$ cat config.mk
export PLATFORM = sky130hd
export DESIGN_NAME = dcae_encoder
export DESIGN_NICKNAME = d
export VERILOG_FILES = /design/src/hw/dcae_pkg.sv /design/src/hw/dcae_encoder.sv
export SDC_FILE = /design/constraint.sdc
export NUM_CORES = 1
export LEC_CHECK = 0
export BUFFER_PORTS_ARGS = -buffer_cell sky130_fd_sc_hd__buf_4
export CORE_MARGIN = 2
export CORE_UTILIZATION = 49
export DETAILED_ROUTE_END_ITERATION = 10
export GPL_ROUTABILITY_DRIVEN = 0
export PLACE_DENSITY = 0.79
export REMOVE_ABC_BUFFERS = 1
export SETUP_SLACK_MARGIN = 0.4
export SYNTH_ARGS = -nofsm -noshare
export SYNTH_HDL_FRONTEND = slang
export SYNTH_SLANG_ARGS = --single-unit
$ cat constraint.sdc
create_clock -name i_clk -period 2.45 [get_ports i_clk]
set_input_delay 0.49 -clock i_clk [delete_from_list [all_inputs] [get_ports i_clk]]
set_output_delay 0.49 -clock i_clk [all_outputs]
set_load 0.1 [all_outputs]
$ cat src/hw/dcae_pkg.sv
/*
 * Shared constants and types for the DDR4 command/address encoder.
 * Assumes a controller clock of 100 MHz and a memory clock from the PHY.
 */
package dcae_pkg;

	// ----------------------------------------------------------------
	// Widths
	// ----------------------------------------------------------------
	localparam int ADDR_W  = 17;
	localparam int RANKS   = 4;
	localparam int COL_W   = 10;
	localparam int MRD_W   = 14;

	// ----------------------------------------------------------------
	// Address bit positions
	// ----------------------------------------------------------------
	localparam int POS_RAS    = 16;
	localparam int POS_CAS    = 15;
	localparam int POS_WE     = 14;
	localparam int POS_AP     = 10;
	localparam int POS_BC     = 12;

	// ----------------------------------------------------------------
	// Command codes on row strobe, column strobe and write enable
	// ----------------------------------------------------------------
	localparam logic [2:0] CODE_MRS = 3'h0;
	localparam logic [2:0] CODE_REF = 3'h1;
	localparam logic [2:0] CODE_PRE = 3'h2;
	localparam logic [2:0] CODE_WR  = 3'h4;
	localparam logic [2:0] CODE_RD  = 3'h5;
	localparam logic [2:0] CODE_NOP = 3'h7;

	// ----------------------------------------------------------------
	// Mode register holding the write CRC enable, and that bit
	// ----------------------------------------------------------------
	localparam logic [2:0] MR_CRC_SEL = 3'h2;
	localparam int         MR_CRC_BIT = 12;

	// ----------------------------------------------------------------
	// Reset and idle values
	// ----------------------------------------------------------------
	localparam logic [RANKS-1:0]  CS_IDLE   = 4'hf;
	localparam logic [ADDR_W-1:0] ADDR_IDLE = 17'h1c000;

	// ----------------------------------------------------------------
	// Types
	// ----------------------------------------------------------------
	typedef enum logic [2:0] {
		DCAE_NOP = 3'h0,
		DCAE_ACT = 3'h1,
		DCAE_RD  = 3'h2,
		DCAE_WR  = 3'h3,
		DCAE_PRE = 3'h4,
		DCAE_REF = 3'h5,
		DCAE_MRS = 3'h6
	} dcae_cmd_t;

	typedef enum logic [2:0] {
		S_IDLE  = 3'h1,
		S_HOLD  = 3'h2,
		S_DRIVE = 3'h4
	} dcae_state_t;

endpackage : dcae_pkg

$ cat src/hw/dcae_encoder.sv
/*
 * One channel of the DDR4 command/address encoder: encodes a command,
 * launches it on the falling edge of the true memory clock and watches alert.
 * Assumes the memory clock and alert arrive asynchronously to i_clk.
 */
`timescale 1ns/1ps

module dcae_encoder
	import dcae_pkg::*;
(
	input  wire logic              i_clk,
	input  wire logic              i_arst_n,
	input  wire logic              i_mem_clock_true,
	input  wire logic              i_cmd_valid,
	input  wire dcae_cmd_t         i_cmd_kind,
	input  wire logic [1:0]        i_cmd_rank,
	input  wire logic [1:0]        i_cmd_bank_group,
	input  wire logic [1:0]        i_cmd_bank,
	input  wire logic [ADDR_W-1:0] i_cmd_row,
	input  wire logic [COL_W-1:0]  i_cmd_col,
	input  wire logic              i_cmd_auto_precharge,
	input  wire logic              i_cmd_full_burst,
	input  wire logic              i_cmd_all_banks,
	input  wire logic [2:0]        i_cmd_mode_reg,
	input  wire logic [MRD_W-1:0]  i_cmd_mode_data,
	input  wire logic [RANKS-1:0]  i_rank_clock_enable,
	input  wire logic [RANKS-1:0]  i_rank_term_enable,
	input  wire logic              i_training,
	input  wire logic              i_chan_parity_alert_n,
	output logic                   o_cmd_ready,
	output logic [ADDR_W-1:0]      o_chan_mem_addr_bus,
	output logic [RANKS-1:0]       o_chan_rank_select_n,
	output logic [RANKS-1:0]       o_chan_rank_term_enable,
	output logic [RANKS-1:0]       o_chan_rank_clock_enable,
	output logic                   o_chan_activate_qualifier_n,
	output logic [1:0]             o_chan_bank_group_sel,
	output logic [1:0]             o_chan_bank_sel,
	output logic                   o_chan_cmd_parity,
	output logic                   o_parity_error
);

	// ----------------------------------------------------------------
	// Synchronisers and edge detection
	// ----------------------------------------------------------------
	logic        clk_s1, clk_s2, clk_s3;
	logic        alt_s1, alt_s2, alt_s3;
	wire  logic  clk_fall  = clk_s3 & ~clk_s2;
	wire  logic  alert_low = alt_s3 & ~alt_s2;

	always_ff @(posedge i_clk or negedge i_arst_n) begin
		if (!i_arst_n) begin
			{clk_s1, clk_s2, clk_s3} <= 3'h0;
			{alt_s1, alt_s2, alt_s3} <= 3'h7;
		end else begin
			{clk_s3, clk_s2, clk_s1} <= {clk_s2, clk_s1, i_mem_clock_true};
			{alt_s3, alt_s2, alt_s1} <= {alt_s2, alt_s1, i_chan_parity_alert_n};
		end
	end

	// ----------------------------------------------------------------
	// Command encoding
	// ----------------------------------------------------------------
	wire logic is_act = (i_cmd_kind == DCAE_ACT);
	wire logic is_rd  = (i_cmd_kind == DCAE_RD);
	wire logic is_wr  = (i_cmd_kind == DCAE_WR);
	wire logic is_pre = (i_cmd_kind == DCAE_PRE);
	wire logic is_ref = (i_cmd_kind == DCAE_REF);
	wire logic is_mrs = (i_cmd_kind == DCAE_MRS);
	wire logic is_nop = ~(is_act | is_rd | is_wr | is_pre | is_ref | is_mrs);

	wire logic [2:0] enc_code = is_rd  ? CODE_RD  :
	                            is_wr  ? CODE_WR  :
	                            is_pre ? CODE_PRE :
	                            is_ref ? CODE_REF :
	                            is_mrs ? CODE_MRS : CODE_NOP;

	// The write CRC enable (bit MR_CRC_BIT) is forced off only in writes to mode register MR_CRC_SEL.
	wire logic       mr_crc   = (i_cmd_mode_reg == MR_CRC_SEL);
	wire logic [MRD_W-1:0] mr_data = i_cmd_mode_data &
	                                 ~(mr_crc ? (14'h1 << MR_CRC_BIT) : 14'h0);

	wire logic [ADDR_W-1:0] acc_addr = {enc_code, 1'b0, i_cmd_full_burst, 1'b0,
	                                    i_cmd_auto_precharge, i_cmd_col};
	wire logic [ADDR_W-1:0] pre_addr = {enc_code, 3'h0, i_cmd_all_banks, 10'h0};
	wire logic [ADDR_W-1:0] enc_addr = is_act ? i_cmd_row :
	                                   (is_rd | is_wr) ? acc_addr :
	                                   is_pre ? pre_addr :
	                                   is_mrs ? {enc_code, mr_data} :
	                                   {enc_code, 14'h0};

	wire logic       enc_act_n = ~is_act;
	wire logic       bank_cmd  = is_act | is_rd | is_wr | (is_pre & ~i_cmd_all_banks);
	wire logic [1:0] enc_bg    = bank_cmd ? i_cmd_bank_group :
	                             is_mrs ? {1'b0, i_cmd_mode_reg[2]} : 2'h0;
	wire logic [1:0] enc_ba    = bank_cmd ? i_cmd_bank :
	                             is_mrs ? i_cmd_mode_reg[1:0] : 2'h0;
	wire logic [RANKS-1:0] enc_cs_n = is_nop ? CS_IDLE :
	                                  ~(4'h1 << i_cmd_rank);
	wire logic       enc_par   = ^{enc_act_n, enc_addr, enc_bg, enc_ba};

	// ----------------------------------------------------------------
	// Launch sequencing
	// ----------------------------------------------------------------
	dcae_state_t state, next_state;
	logic [ADDR_W-1:0] pend_addr;
	logic [RANKS-1:0]  pend_cs_n;
	logic [1:0]        pend_bg, pend_ba;
	logic              pend_act_n, pend_par;

	wire logic accept = i_cmd_valid & (state == S_IDLE);
	wire logic launch = clk_fall & (state == S_HOLD);
	wire logic retire = clk_fall & (state == S_DRIVE);

	always_comb begin
		case (state)
			S_IDLE:  next_state = accept ? S_HOLD : S_IDLE;
			S_HOLD:  next_state = clk_fall ? S_DRIVE : S_HOLD;
			S_DRIVE: next_state = clk_fall ? S_IDLE : S_DRIVE;
			default: next_state = S_IDLE;
		endcase
	end

	always_ff @(posedge i_clk or negedge i_arst_n) begin
		if (!i_arst_n) begin
			state       <= S_IDLE;
			o_cmd_ready <= 1'b1;
		end else begin
			state       <= next_state;
			o_cmd_ready <= (next_state == S_IDLE);
		end
	end

	always_ff @(posedge i_clk or negedge i_arst_n) begin
		if (!i_arst_n) begin
			{pend_addr, pend_cs_n, pend_bg, pend_ba, pend_act_n, pend_par} <=
				{ADDR_IDLE, CS_IDLE, 4'h0, 1'b1, 1'b0};
		end else if (accept) begin
			{pend_addr, pend_cs_n, pend_bg, pend_ba, pend_act_n, pend_par} <=
				{enc_addr, enc_cs_n, enc_bg, enc_ba, enc_act_n, enc_par};
		end
	end

	// Bus changes only on a detected fall of the true memory clock.
	always_ff @(posedge i_clk or negedge i_arst_n) begin
		if (!i_arst_n) begin
			o_chan_mem_addr_bus         <= ADDR_IDLE;
			o_chan_rank_select_n        <= CS_IDLE;
			o_chan_bank_group_sel       <= 2'h0;
			o_chan_bank_sel             <= 2'h0;
			o_chan_activate_qualifier_n <= 1'b1;
			o_chan_cmd_parity           <= 1'b0;
		end else if (launch) begin
			o_chan_mem_addr_bus         <= pend_addr;
			o_chan_rank_select_n        <= pend_cs_n;
			o_chan_bank_group_sel       <= pend_bg;
			o_chan_bank_sel             <= pend_ba;
			o_chan_activate_qualifier_n <= pend_act_n;
			o_chan_cmd_parity           <= pend_par;
		end else if (retire) begin
			o_chan_mem_addr_bus         <= ADDR_IDLE;
			o_chan_rank_select_n        <= CS_IDLE;
			o_chan_bank_group_sel       <= 2'h0;
			o_chan_bank_sel             <= 2'h0;
			o_chan_activate_qualifier_n <= 1'b1;
			o_chan_cmd_parity           <= 1'b0;
		end
	end

	// ----------------------------------------------------------------
	// Per-rank clock enable and termination, and alert reporting
	// ----------------------------------------------------------------
	always_ff @(posedge i_clk or negedge i_arst_n) begin
		if (!i_arst_n) begin
			o_chan_rank_clock_enable <= 4'h0;
			o_chan_rank_term_enable  <= 4'h0;
		end else if (clk_fall) begin
			o_chan_rank_clock_enable <= i_rank_clock_enable;
			o_chan_rank_term_enable  <= i_rank_term_enable;
		end
	end

	// Alert is only a parity flag in training and never a CRC report.
	always_ff @(posedge i_clk or negedge i_arst_n) begin
		if (!i_arst_n) begin
			o_parity_error <= 1'b0;
		end else begin
			o_parity_error <= alert_low & i_training;
		end
	end

	// ----------------------------------------------------------------
	// Assertions
	// ----------------------------------------------------------------
	rank_onehot_a: assert property (@(posedge i_clk) disable iff (!i_arst_n)
		$onehot0(~o_chan_rank_select_n))
		else $error("More than one rank select asserted.");

	parity_even_a: assert property (@(posedge i_clk) disable iff (!i_arst_n)
		(^{o_chan_cmd_parity, o_chan_activate_qualifier_n, o_chan_mem_addr_bus,
		   o_chan_bank_group_sel, o_chan_bank_sel}) == 1'b0)
		else $error("Command parity is not even.");

	launch_edge_a: assert property (@(posedge i_clk) disable iff (!i_arst_n)
		!$stable(o_chan_mem_addr_bus) |-> $past(clk_fall))
		else $error("Address bus changed away from a memory clock fall.");

	act_select_a: assert property (@(posedge i_clk) disable iff (!i_arst_n)
		!o_chan_activate_qualifier_n |-> o_chan_rank_select_n != CS_IDLE)
		else $error("Activate driven without a rank select.");

	alert_ignored_a: assert property (@(posedge i_clk) disable iff (!i_arst_n)
		alert_low && !i_training |=> !o_parity_error)
		else $error("Alert reported outside command training.");

	alert_report_a: assert property (@(posedge i_clk) disable iff (!i_arst_n)
		alert_low && i_training |=> o_parity_error)
		else $error("Training alert not reported.");

	crc_off_a: assert property (@(posedge i_clk) disable iff (!i_arst_n)
		o_chan_rank_select_n != CS_IDLE && o_chan_activate_qualifier_n &&
		o_chan_mem_addr_bus[POS_RAS:POS_WE] == CODE_MRS &&
		{o_chan_bank_group_sel[0], o_chan_bank_sel} == MR_CRC_SEL
		|-> !o_chan_mem_addr_bus[MR_CRC_BIT])
		else $error("Write CRC enable written to the mode register.");

	cmd_hold_a: assert property (@(posedge i_clk) disable iff (!i_arst_n)
		launch && pend_cs_n != CS_IDLE |=> (o_chan_rank_select_n != CS_IDLE)[*3])
		else $error("Command did not stay on the bus.");

	accept_launch_a: assert property (@(posedge i_clk) disable iff (!i_arst_n)
		accept && is_act |-> ##[1:20] !o_chan_activate_qualifier_n)
		else $error("Accepted activate never reached the bus.");

	act_cover_c: cover property (@(posedge i_clk) disable iff (!i_arst_n)
		launch && !pend_act_n);

	rd_ap_cover_c: cover property (@(posedge i_clk) disable iff (!i_arst_n)
		launch && pend_addr[POS_RAS:POS_WE] == CODE_RD && pend_addr[POS_AP]);

	pre_all_cover_c: cover property (@(posedge i_clk) disable iff (!i_arst_n)
		launch && pend_addr[POS_RAS:POS_WE] == CODE_PRE && pend_addr[POS_AP]);

	alert_cover_c: cover property (@(posedge i_clk) disable iff (!i_arst_n)
		o_parity_error);

endmodule : dcae_encoder

==> metrics, run 1 <==
outcome finished, final reports clean; ys flop type dfrtp_1; clock slew at reported path FFs 0.07 ns; CTS tree yes; final setup violation count 0; Initial Util 51.4%; crit path DAT 2.30 ns; largest net degree at the start of global routing 74; routed wl met3 570 um; # DRC 0; Peak Freq 0.482 GHz; Hold Fails Final Rpt 0; Inst Count DP 492; maxcap violations 0; Final min period 2.08 ns; first-pass GRT wire length 14100 um; #FFs+latches synth 73; Yosys Warn Count 0; final instance count without filler cells 517; leakage power 2.22 nW; synth-to-layout area growth 41.2%; Startpoint Class input pin; WL per Instance 16.6 um; Mapped Cells 309; vias per cell 5.58; critical path type input pin to register; Reg2Reg Setup Slack 0.79 ns; Die ar. 7450 sq um; input/output buffers 106; post-DP HPWL 6020 um; antenna cells 0; Clock Skew 0.00742 ns; number of global-route vias before repair 2922; most frequent cells in the layout 130 x buf_4, 52 x dfrtp_1, 51 x nand2_1; library cells used by synthesis 40; routed wl met2 4220 um; vias 2883; clk buf depth 2; CP Cell Sequence buf_4 -> and3b_2 -> buf_6 -> buf_4 -> o311ai_1 -> xor2_1 -> nand2_1 -> o21ai_0 -> xnor2_1 -> xnor2_1 -> o21ai_1; Max-slew headroom 49.0%; Clock Sinks 73; CP max stage cell and3b_2; clock root buffer clkbuf_8; remaining antenna violation count 0; Syn Area/Cell 10.7 sq um; H-tree Lvls 3; Worst-Skew Late Latency 0.35 ns; chip height 86.3 um; share of cells above drive strength 1 43.6%; Final Worst Setup Slack 0.375 ns; Total GRT Usage 24.5%; total wire length 8600 um; Worst path max stage delay 0.33 ns; Syn Std Cell Area 3320 sq um; TritonCTS buffer count 9; dpl ws -0.219 ns; Crit path max-delay family XOR/XNOR gates; Post-synth EDFFs 0; final net count 505; FP Rows 29; WL met1 3630 um; Worst Max-Slew Pin Slew 0.765 ns; GR Overflow Total 0; die span in x 86.3 um; Hold Buf Count CTS 0; Post-synth ARST share 100%; Final Max Slew Viols 0; period utilisation layout 84.7%; initial DRC count 218; Worst Path Buf+Inv 3; Max FO, Critical Path 8; Core ar. 6460 sq um; Pwr Density 1310 nW/um^2; I/O pin count 107; commonest non-fill, non-tap cell in the layout buf_4; Pre-Repair DR Iteration Count 5; unrepaired setup endpoints after global routing true; Worst Hold Class input pin to asynchronous set/reset pin; required time worst endpoint 2.68 ns; DR top layer met4; initial antenna violation count 0; Worst VDD drop 0.000924 V; kind of end point of the critical path register; share of the yosys chip area belonging to registers 55.8%
==> cells in the mapped netlist, drive strengths merged, types with 2 or more instances <==
cell | number | area share [%]
a21oi | 17 | 2.7
a221oi | 2 | 0.53
a22o | 19 | 5.0
a22oi | 5 | 1.1
a31oi | 3 | 0.57
a32o | 10 | 3.0
and3b | 2 | 0.53
buf | 4 | 0.94
clkbuf | 18 | 2.0
dfrtp | 52 | 39
dfstp | 21 | 17
inv | 3 | 0.34
mux2i | 2 | 0.60
nand2 | 52 | 5.9
nand2b | 4 | 0.75
nor2 | 15 | 1.8
nor2b | 4 | 0.75
nor3 | 2 | 0.30
o211ai | 2 | 0.45
o21a | 3 | 0.68
o21ai | 28 | 4.2
o22a | 12 | 3.2
or3 | 2 | 0.38
xnor2 | 10 | 2.6
xnor3 | 3 | 2.0
xor2 | 5 | 1.3
==> per-layer routing <==
| metal | vias to the layer above | track usage (%) |
|---|---|---|
| met4 | 0 | 7.53 |
| met3 | 20 | 6.48 |
| met1 | 1390 | 32.3 |
| li1 | 1366 | - |
| met5 | - | 0 |
| met2 | 107 | 40.1 |
==> cell type report <==
cell class / count / area, sq um
timing repair buffer: 137 / 1080
tap: 77 / 96.3
multi-input combinational: 211 / 1420
inverter: 3 / 11.3
clock buffer: 12 / 165
clock inverter: 4 / 50.0
sequential: 73 / 1850
fill: 458 / 1770
==> worst register-to-register path, stage by stage, from the launching register on <==
cell     delay (ns)
dfrtp_1        0.43
xnor2_1        0.15
or3_1          0.64
a22o_1         0.32
==> per-stage QoR <==
| stage | hold WS, ns | cell area, sq um | setup TNS, ns | total power, W | util [%] |
|---|---|---|---|---|---|
| finish | 0.135 | 4680 | 0 | 0.00613 | 72.5 |
| global route | 0.177 | 4680 | 0 | 0.00640 | 72.5 |
| CTS | 0.164 | 4680 | 0 | 0.00615 | 72.5 |
| detailed placement | 0.340 | 4290 | -0.219 | 0.00514 | 66.5 |
| global placement | 0.337 | 4290 | -0.0828 | 0.00508 | 66.5 |
| floorplan | 0.194 | 3220 | -0.00148 | 0.00436 | - |
==> flip-flops by register name (all words and copies together) (netlist names), 2 cells and up <==
| name | flops |
|---|---|
| o_chan_mem_addr_bus | 17 |
| pend_addr | 17 |
| o_chan_rank_clock_enable | 4 |
| o_chan_rank_select_n | 4 |
| o_chan_rank_term_enable | 4 |
| pend_cs_n | 4 |
| state | 3 |
| o_chan_bank_group_sel | 2 |
| o_chan_bank_sel | 2 |
| pend_ba | 2 |
| pend_bg | 2 |
==> worst paths after layout <==
path | start | endpoint | cells after the start
hold reg to reg | clk_s1 | clk_s2 | 0
hold / removal | i_arst_n | o_chan_mem_addr_bus[2] | 2
setup / recovery | i_cmd_kind[0] | pend_par | 11
setup reg to reg | state[2] | o_chan_bank_group_sel[1] | 3
min in group i_clk | i_chan_parity_alert_n | alt_s1 | 1
max in group asynchronous | i_arst_n | o_chan_rank_select_n[2] | 2
==> what timing repair did <==
action / 4_1_cts / 5_1_grt
endpoints found under the setup margin: 1 / 1
resized for setup: 26 / 0
pin swaps: 8 / 0
buffers inserted: 9 / 0
==> logic make-up after synthesis <==
group	Yosys count	synth area share, %
buffers and inverters	25	3.32
DFF	73	55.8
and+or+nand+nor	86	11.7
xor gates and xnor gates	18	6.00
muxes	3	0.943
AOI/OAI and AO/OA	104	22.2
==> report_power, final <==
group | leakage, nW | internal [W] | switching [W]
combinational | 1.23 | 0.000822 | 0.00227
sequential | 0.893 | 0.00177 | 0.000282
clock | 0.105 | 0.000552 | 0.000434
total | 2.22 | 0.00314 | 0.00299
(Power assumes the default switching activity.)
==> run 2: changes to the inputs <==
CORE_UTILIZATION = 46   (was 49)
PLACE_DENSITY = 0.78   (was 0.79)
clock period = 1.65 ns   (was 2.45 ns; I/O delays follow)
==> run 2 against run 1 <==
  * The flow now finishes with violations (setup timing)
  * Non-clock buffer count increased by 58
  * Clock power increased by 51%
  * Sequential power increased by 70%
  * Cell count increased by 15%
  * Setup slack got worse by 0.89 ns
  * Global-route usage increased by 7.0 points
  * Die area increased by 6.2%
  * Critical endpoint unchanged
  * Largest cell class is now non-clock buffers
==> metrics, run 2 (synthesis results as in run 1) <==
vias per cell 6.31 (+13%); chip height 88.9 um (+3.1%); Peak Freq 0.462 GHz; Pre-Repair DR Iteration Count 5 (unchanged); Max-slew headroom 59.1% (+10 points); unrepaired setup endpoints after global routing true; Worst-Skew Late Latency 0.35 ns (about the same); commonest non-fill, non-tap cell in the layout buf_4; leakage power 2.88 nW (+30%); FP Rows 30 (+3.4%); synth-to-layout area growth 86.9%; clock root buffer clkbuf_8; period utilisation layout 131%; remaining antenna violation count 0 (unchanged); share of cells above drive strength 1 60.8% (+17 points); Die ar. 7910 sq um (+6.2%); Worst VDD drop 0.00194 V (+110%); critical path type input pin to register; Final Max Slew Viols 0 (unchanged); hold_sp i_chan_parity_alert_n; final setup violation count 2 (+2); kind of end point of the critical path register; crit path DAT 2.39 ns (+0.09 ns); outcome complete, but fails checks; initial antenna violation count 0 (unchanged); CTS tree yes; largest net degree at the start of global routing 34 (-54%); total wire length 15600 um (+81%); TritonCTS buffer count 9 (unchanged); first-pass GRT wire length 18500 um (+31%); die span in x 88.9 um (+3.1%); Inst Count DP 524 (+6.5%); post-DP HPWL 6440 um (+7.0%); clock slew at reported path FFs 0.09 ns (+0.02 ns); Clock Sinks 73 (unchanged); input/output buffers 106 (unchanged); clk buf depth 2 (unchanged); vias 3751 (+30%); number of global-route vias before repair 3557 (+22%); Crit. Startpoint i_cmd_kind[2]; final net count 563 (+11%); Core ar. 6870 sq um (+6.4%); Initial Util 48.3% (-3.1 points); Clock Skew 0.00896 ns (+0.00154 ns); I/O pin count 107 (unchanged); antenna cells 0 (unchanged); RR Startpoint state[2]; final instance count without filler cells 594 (+15%); Worst Hold Class input pin to register; maxcap violations 0 (unchanged); failing checks setup timing; Final min period 2.17 ns; Worst Max-Slew Pin Slew 0.604 ns (-0.161 ns); initial DRC count 465 (+110%); Max FO, Critical Path 4 (-4); Pwr Density 1980 nW/um^2 (+52%); required time worst endpoint 1.88 ns (-0.80 ns); WL per Instance 26.2 um (+58%); Total GRT Usage 31.5% (+7.0 points); most frequent cells in the layout 126 x buf_4, 50 x dfrtp_1, 45 x buf_12; GR Overflow Total 0 (unchanged); setup_tns -0.526 ns (-0.526 ns); Final Worst Setup Slack -0.515 ns (-0.890 ns); H-tree Lvls 3 (unchanged); Hold Fails Final Rpt 0 (unchanged); # DRC 0 (unchanged); Startpoint Class input pin
==> run 2: repair_timing <==
action / in CTS / in global routing
pin swaps: 23 / 23
endpoints found under the hold margin: 10 / 0
buffers inserted: 36 / 10
gates resized for setup: 202 / 55
hold buffers: 1 / 0
endpoints found under the setup margin: 93 / 99
gates cloned: 3 / 4
==> run 2: worst paths after layout <==
kind,slack (ns),endpoint,cells past startpoint
max,-0.52,pend_par,9
min in group asynchronous,0.51,pend_addr[13],2
max reg2reg,-0.01,pend_cs_n[1],6
min reg2reg,0.37,alt_s2,0
max in group asynchronous,0.64,o_chan_bank_sel[1],3
min,0.08,alt_s1,1
==> run 2: power breakdown <==
part / internal, W / switching (W) / total [W]
clock network: 0.000745 / 0.000749 / 0.00149
logic: 0.00310 / 0.00423 / 0.00733
registers: 0.00264 / 0.000841 / 0.00348
==> run 2: metal layers <==
layer,global-route usage (%),wire length [um]
met5,0,0
met4,15.1,1040
met3,4.99,1200
met2,53.5,7690
met1,39.7,5660
==> run 2: final cells by class <==
cell class	instances	area (sq um)
Tap cell	96	120
Multi-Input combinational cell	211	1810
Clock inverter	6	63.8
Clock buffer	10	138
Timing Repair Buffer	195	2200
Fill cell	235	668
Inverter	3	11.3
Sequential cell	73	1860
==> run 2: stage by stage <==
| stage | setup slack (ns) | hold WS, ns | util [%] | power (W) | area (sq um) |
|---|---|---|---|---|---|
| finish | -0.515 | 0.0768 | 90.3 | 0.0123 | 6200 |
| global route | -0.485 | 0.0680 | 90.3 | 0.0126 | 6200 |
| CTS | -0.189 | 0.0856 | 84.4 | 0.0111 | 5800 |
| detailed placement | -0.834 | 0.313 | 64.5 | 0.00769 | 4430 |
| global placement | -0.725 | 0.306 | 64.5 | 0.00758 | 4430 |
| floorplan | -0.779 | 0.0344 | - | 0.00647 | 3220 |
==> run 2: worst max-delay path, stage by stage <==
cell and delay, ns:
buf_4 0.15, and3b_2 0.28, buf_12 0.16, a21oi_4 0.19, xor2_1 0.21, xnor3_1 0.47
xnor3_1 0.25, xnor2_1 0.25, o21ai_1 0.10
==> run 3: changes to the inputs <==
ABC_AREA = 1   (was unset)
BUFFER_PORTS_ARGS = unset   (was -buffer_cell sky130_fd_sc_hd__buf_4)
CORE_UTILIZATION = 49   (was 46)
DONT_BUFFER_PORTS = 1   (was unset)
PLACE_DENSITY = 0.68   (was 0.78)
==> run 3 against run 2 <==
  * Critical endpoint is now o_chan_mem_addr_bus[15]
  * Via count decreased by 7.1%
  * Sequential share of layout area increased by 6.4 points
  * The flow finishes with violations (hold timing)
  * Utilization decreased by 22 points
  * Non-clock buffer count decreased by 105
  * First-iteration DRC count decreased by 62%
  * Wire length decreased by 32%
  * Cell area decreased by 16%
  * Combinational power decreased by 46%
  * Total power decreased by 24%
==> metrics, run 3 <==
Pwr Density 1790 nW/um^2 (-9.6%); Mapped Cells 476 (+54%); Pre-Repair DR Iteration Count 4 (-1); Worst VDD drop 0.00114 V (-41%); Core ar. 7610 sq um (+11%); commonest non-fill, non-tap cell in the layout nand2_1; first-pass GRT wire length 16600 um (-10%); Total GRT Usage 25.3% (-6.2 points); die span in x 91.8 um (+3.3%); initial DRC count 175 (-62%); Syn Std Cell Area 3780 sq um (+14%); Worst Hold Class input pin to asynchronous set/reset pin; input/output buffers 0 (-100%); Initial Util 49.7% (+1.4 points); Post-synth EDFFs 0 (unchanged); Final Worst Setup Slack 0.0972 ns (+0.613 ns); Synth top area share 34.4% (-4.8 points); Post-DP Area 4320 sq um (-2.5%); vias per cell 5.19 (-18%); Util after Layout 68.3% (-22 points); period utilisation layout 94.1% (-37 points); outcome complete, but fails checks; # DRC 0 (unchanged); ys flop type dfrtp_1; Worst-Skew Late Latency 0.36 ns (about the same); most frequent cells in the layout 183 x nand2_1, 52 x dfrtp_1, 49 x buf_4; H-tree Lvls 3 (unchanged); crit path DAT 1.84 ns (-0.55 ns); Final Max Slew Viols 0 (unchanged); Max-slew headroom 81.1% (+22 points); clk buf depth 2 (unchanged); Yosys Warn Count 0 (unchanged); #FFs+latches synth 73 (unchanged); WL per Instance 15.8 um (-40%); CTS tree yes; synth-to-layout area growth 37.5%; dpl ws -0.110 ns (+0.725 ns); post-DP HPWL 7200 um (+12%); design area 5200 sq um (-16%); remaining antenna violation count 0 (unchanged); largest area contributor in the netlist dfrtp_1; maxcap violations 0 (unchanged); GR Overflow Total 0 (unchanged); number of global-route vias before repair 3518 (-1.1%); required time worst endpoint 1.94 ns (+0.06 ns); share of the yosys chip area belonging to registers 49.0% (-6.8 points); Die ar. 8430 sq um (+6.6%); leakage power 2.63 nW (-9.0%); unrepaired setup endpoints after global routing true; total wire length 10600 um (-32%); largest net degree at the start of global routing 74 (+120%); WHS -0.345 ns (-0.422 ns); final setup violation count 0 (-2); initial antenna violation count 1 (+1); Syn Area/Cell 7.94 sq um (-26%); clock slew at reported path FFs 0.08 ns (about the same); failing checks hold timing; Hold Fails Final Rpt 73 (+73); final net count 633 (+12%); most frequent cell after synthesis nand2_1; Max FO, Critical Path 14 (+10); Final min period 1.55 ns (-0.613 ns); Clock Skew 0.00828 ns (-0.000680 ns); Hold Buf Count CTS 2 (+1); Post-synth ARST share 100% (unchanged); share of cells above drive strength 1 32.2% (-29 points); critical path type register to register; TritonCTS buffer count 9 (unchanged); top cells by count, synth 183 x nand2_1, 52 x dfrtp_1, 42 x inv_1; I/O pin count 107 (unchanged); chip height 91.8 um (+3.3%); vias 3483 (-7.1%); Clock Sinks 73 (unchanged); kind of end point of the critical path register; Peak Freq 0.644 GHz (+39%); top cells by area, synth dfrtp_1 34%, nand2_1 18%, dfstp_2 15%; Worst Max-Slew Pin Slew 0.280 ns (-0.324 ns); Startpoint Class register; clock root buffer clkbuf_8; FP Rows 32 (+6.7%); library cells used by synthesis 36 (-10%)
## run 3: repair_timing
action / in CTS / in global routing
resized for setup: 103 / 18
buffers inserted: 17 / 8
pin swaps: 5 / 11
hold endpoints to repair: 75 / 73
setup endpoints to repair: 93 / 100
gates cloned: 1 / 0
## run 3: cell families (layout without fill, tap and decap cells)
kind of cell / Yosys count / count (layout) / synth area share, %
DFF: 73 / 73 / 49.0
and+or+nand+nor: 271 / 271 / 31.7
AOI/OAI and AO/OA: 69 / 69 / 12.1
buffers and inverters: 63 / 155 / 7.18
other: 0 / 1 / 0
## run 3: routing by layer
layer	GRT usage (%)	routed length (um)
met5	0	0
met2	44.7	5420
met1	28.2	4170
met4	8.58	236
met3	9.29	801
## run 3: area by class of cell
cell class / count / area, sq um
antenna: 1 / 2.50
clock buffer: 9 / 124
clock inverter: 7 / 77.6
fill: 588 / 2410
inverter: 49 / 201
multi-input combinational: 340 / 1730
sequential: 73 / 1890
tap: 102 / 128
timing repair buffer: 90 / 1050
## run 3: worst paths after layout
path	from	to	slack, ns	depth (start not counted)
min in group i_clk	i_cmd_rank[0]	pend_cs_n[3]	0.06	1
max in group asynchronous	i_arst_n	state[0]	1.79	0
min reg2reg	clk_s1	clk_s2	0.36	0
min	i_arst_n	o_parity_error	-0.34	0
max reg2reg	state[1]	o_chan_mem_addr_bus[15]	0.1	8
max	state[1]	o_chan_mem_addr_bus[15]	0.1	8
## run 3: stage by stage
step | setup TNS, ns | cells | power (W)
after global routing | 0 | 671 | 0.00975
after floorplan | -24.28 | 462 | 0.00612
after detailed placement | -0.224 | 626 | 0.00692
final | 0 | 671 | 0.00932
after CTS | 0 | 662 | 0.00915
after global placement | -0.0830 | 626 | 0.00686
## run 3: critical path: stages (launching register included)
cell        delay [ns]
dfrtp_1           0.37
inv_2             0.06
nor3_4            0.20
inv_2             0.08
nor2_4            0.16
buf_6             0.14
clkinvlp_4        0.10
buf_12            0.16
o22a_1            0.19
## run 3: where the power goes
group	leakage, nW	internal, W	total, W	switching (W)
clock network	0.100	0.000711	0.00144	0.000728
logic	1.63	0.00149	0.00397	0.00248
registers	0.897	0.00268	0.00391	0.00124
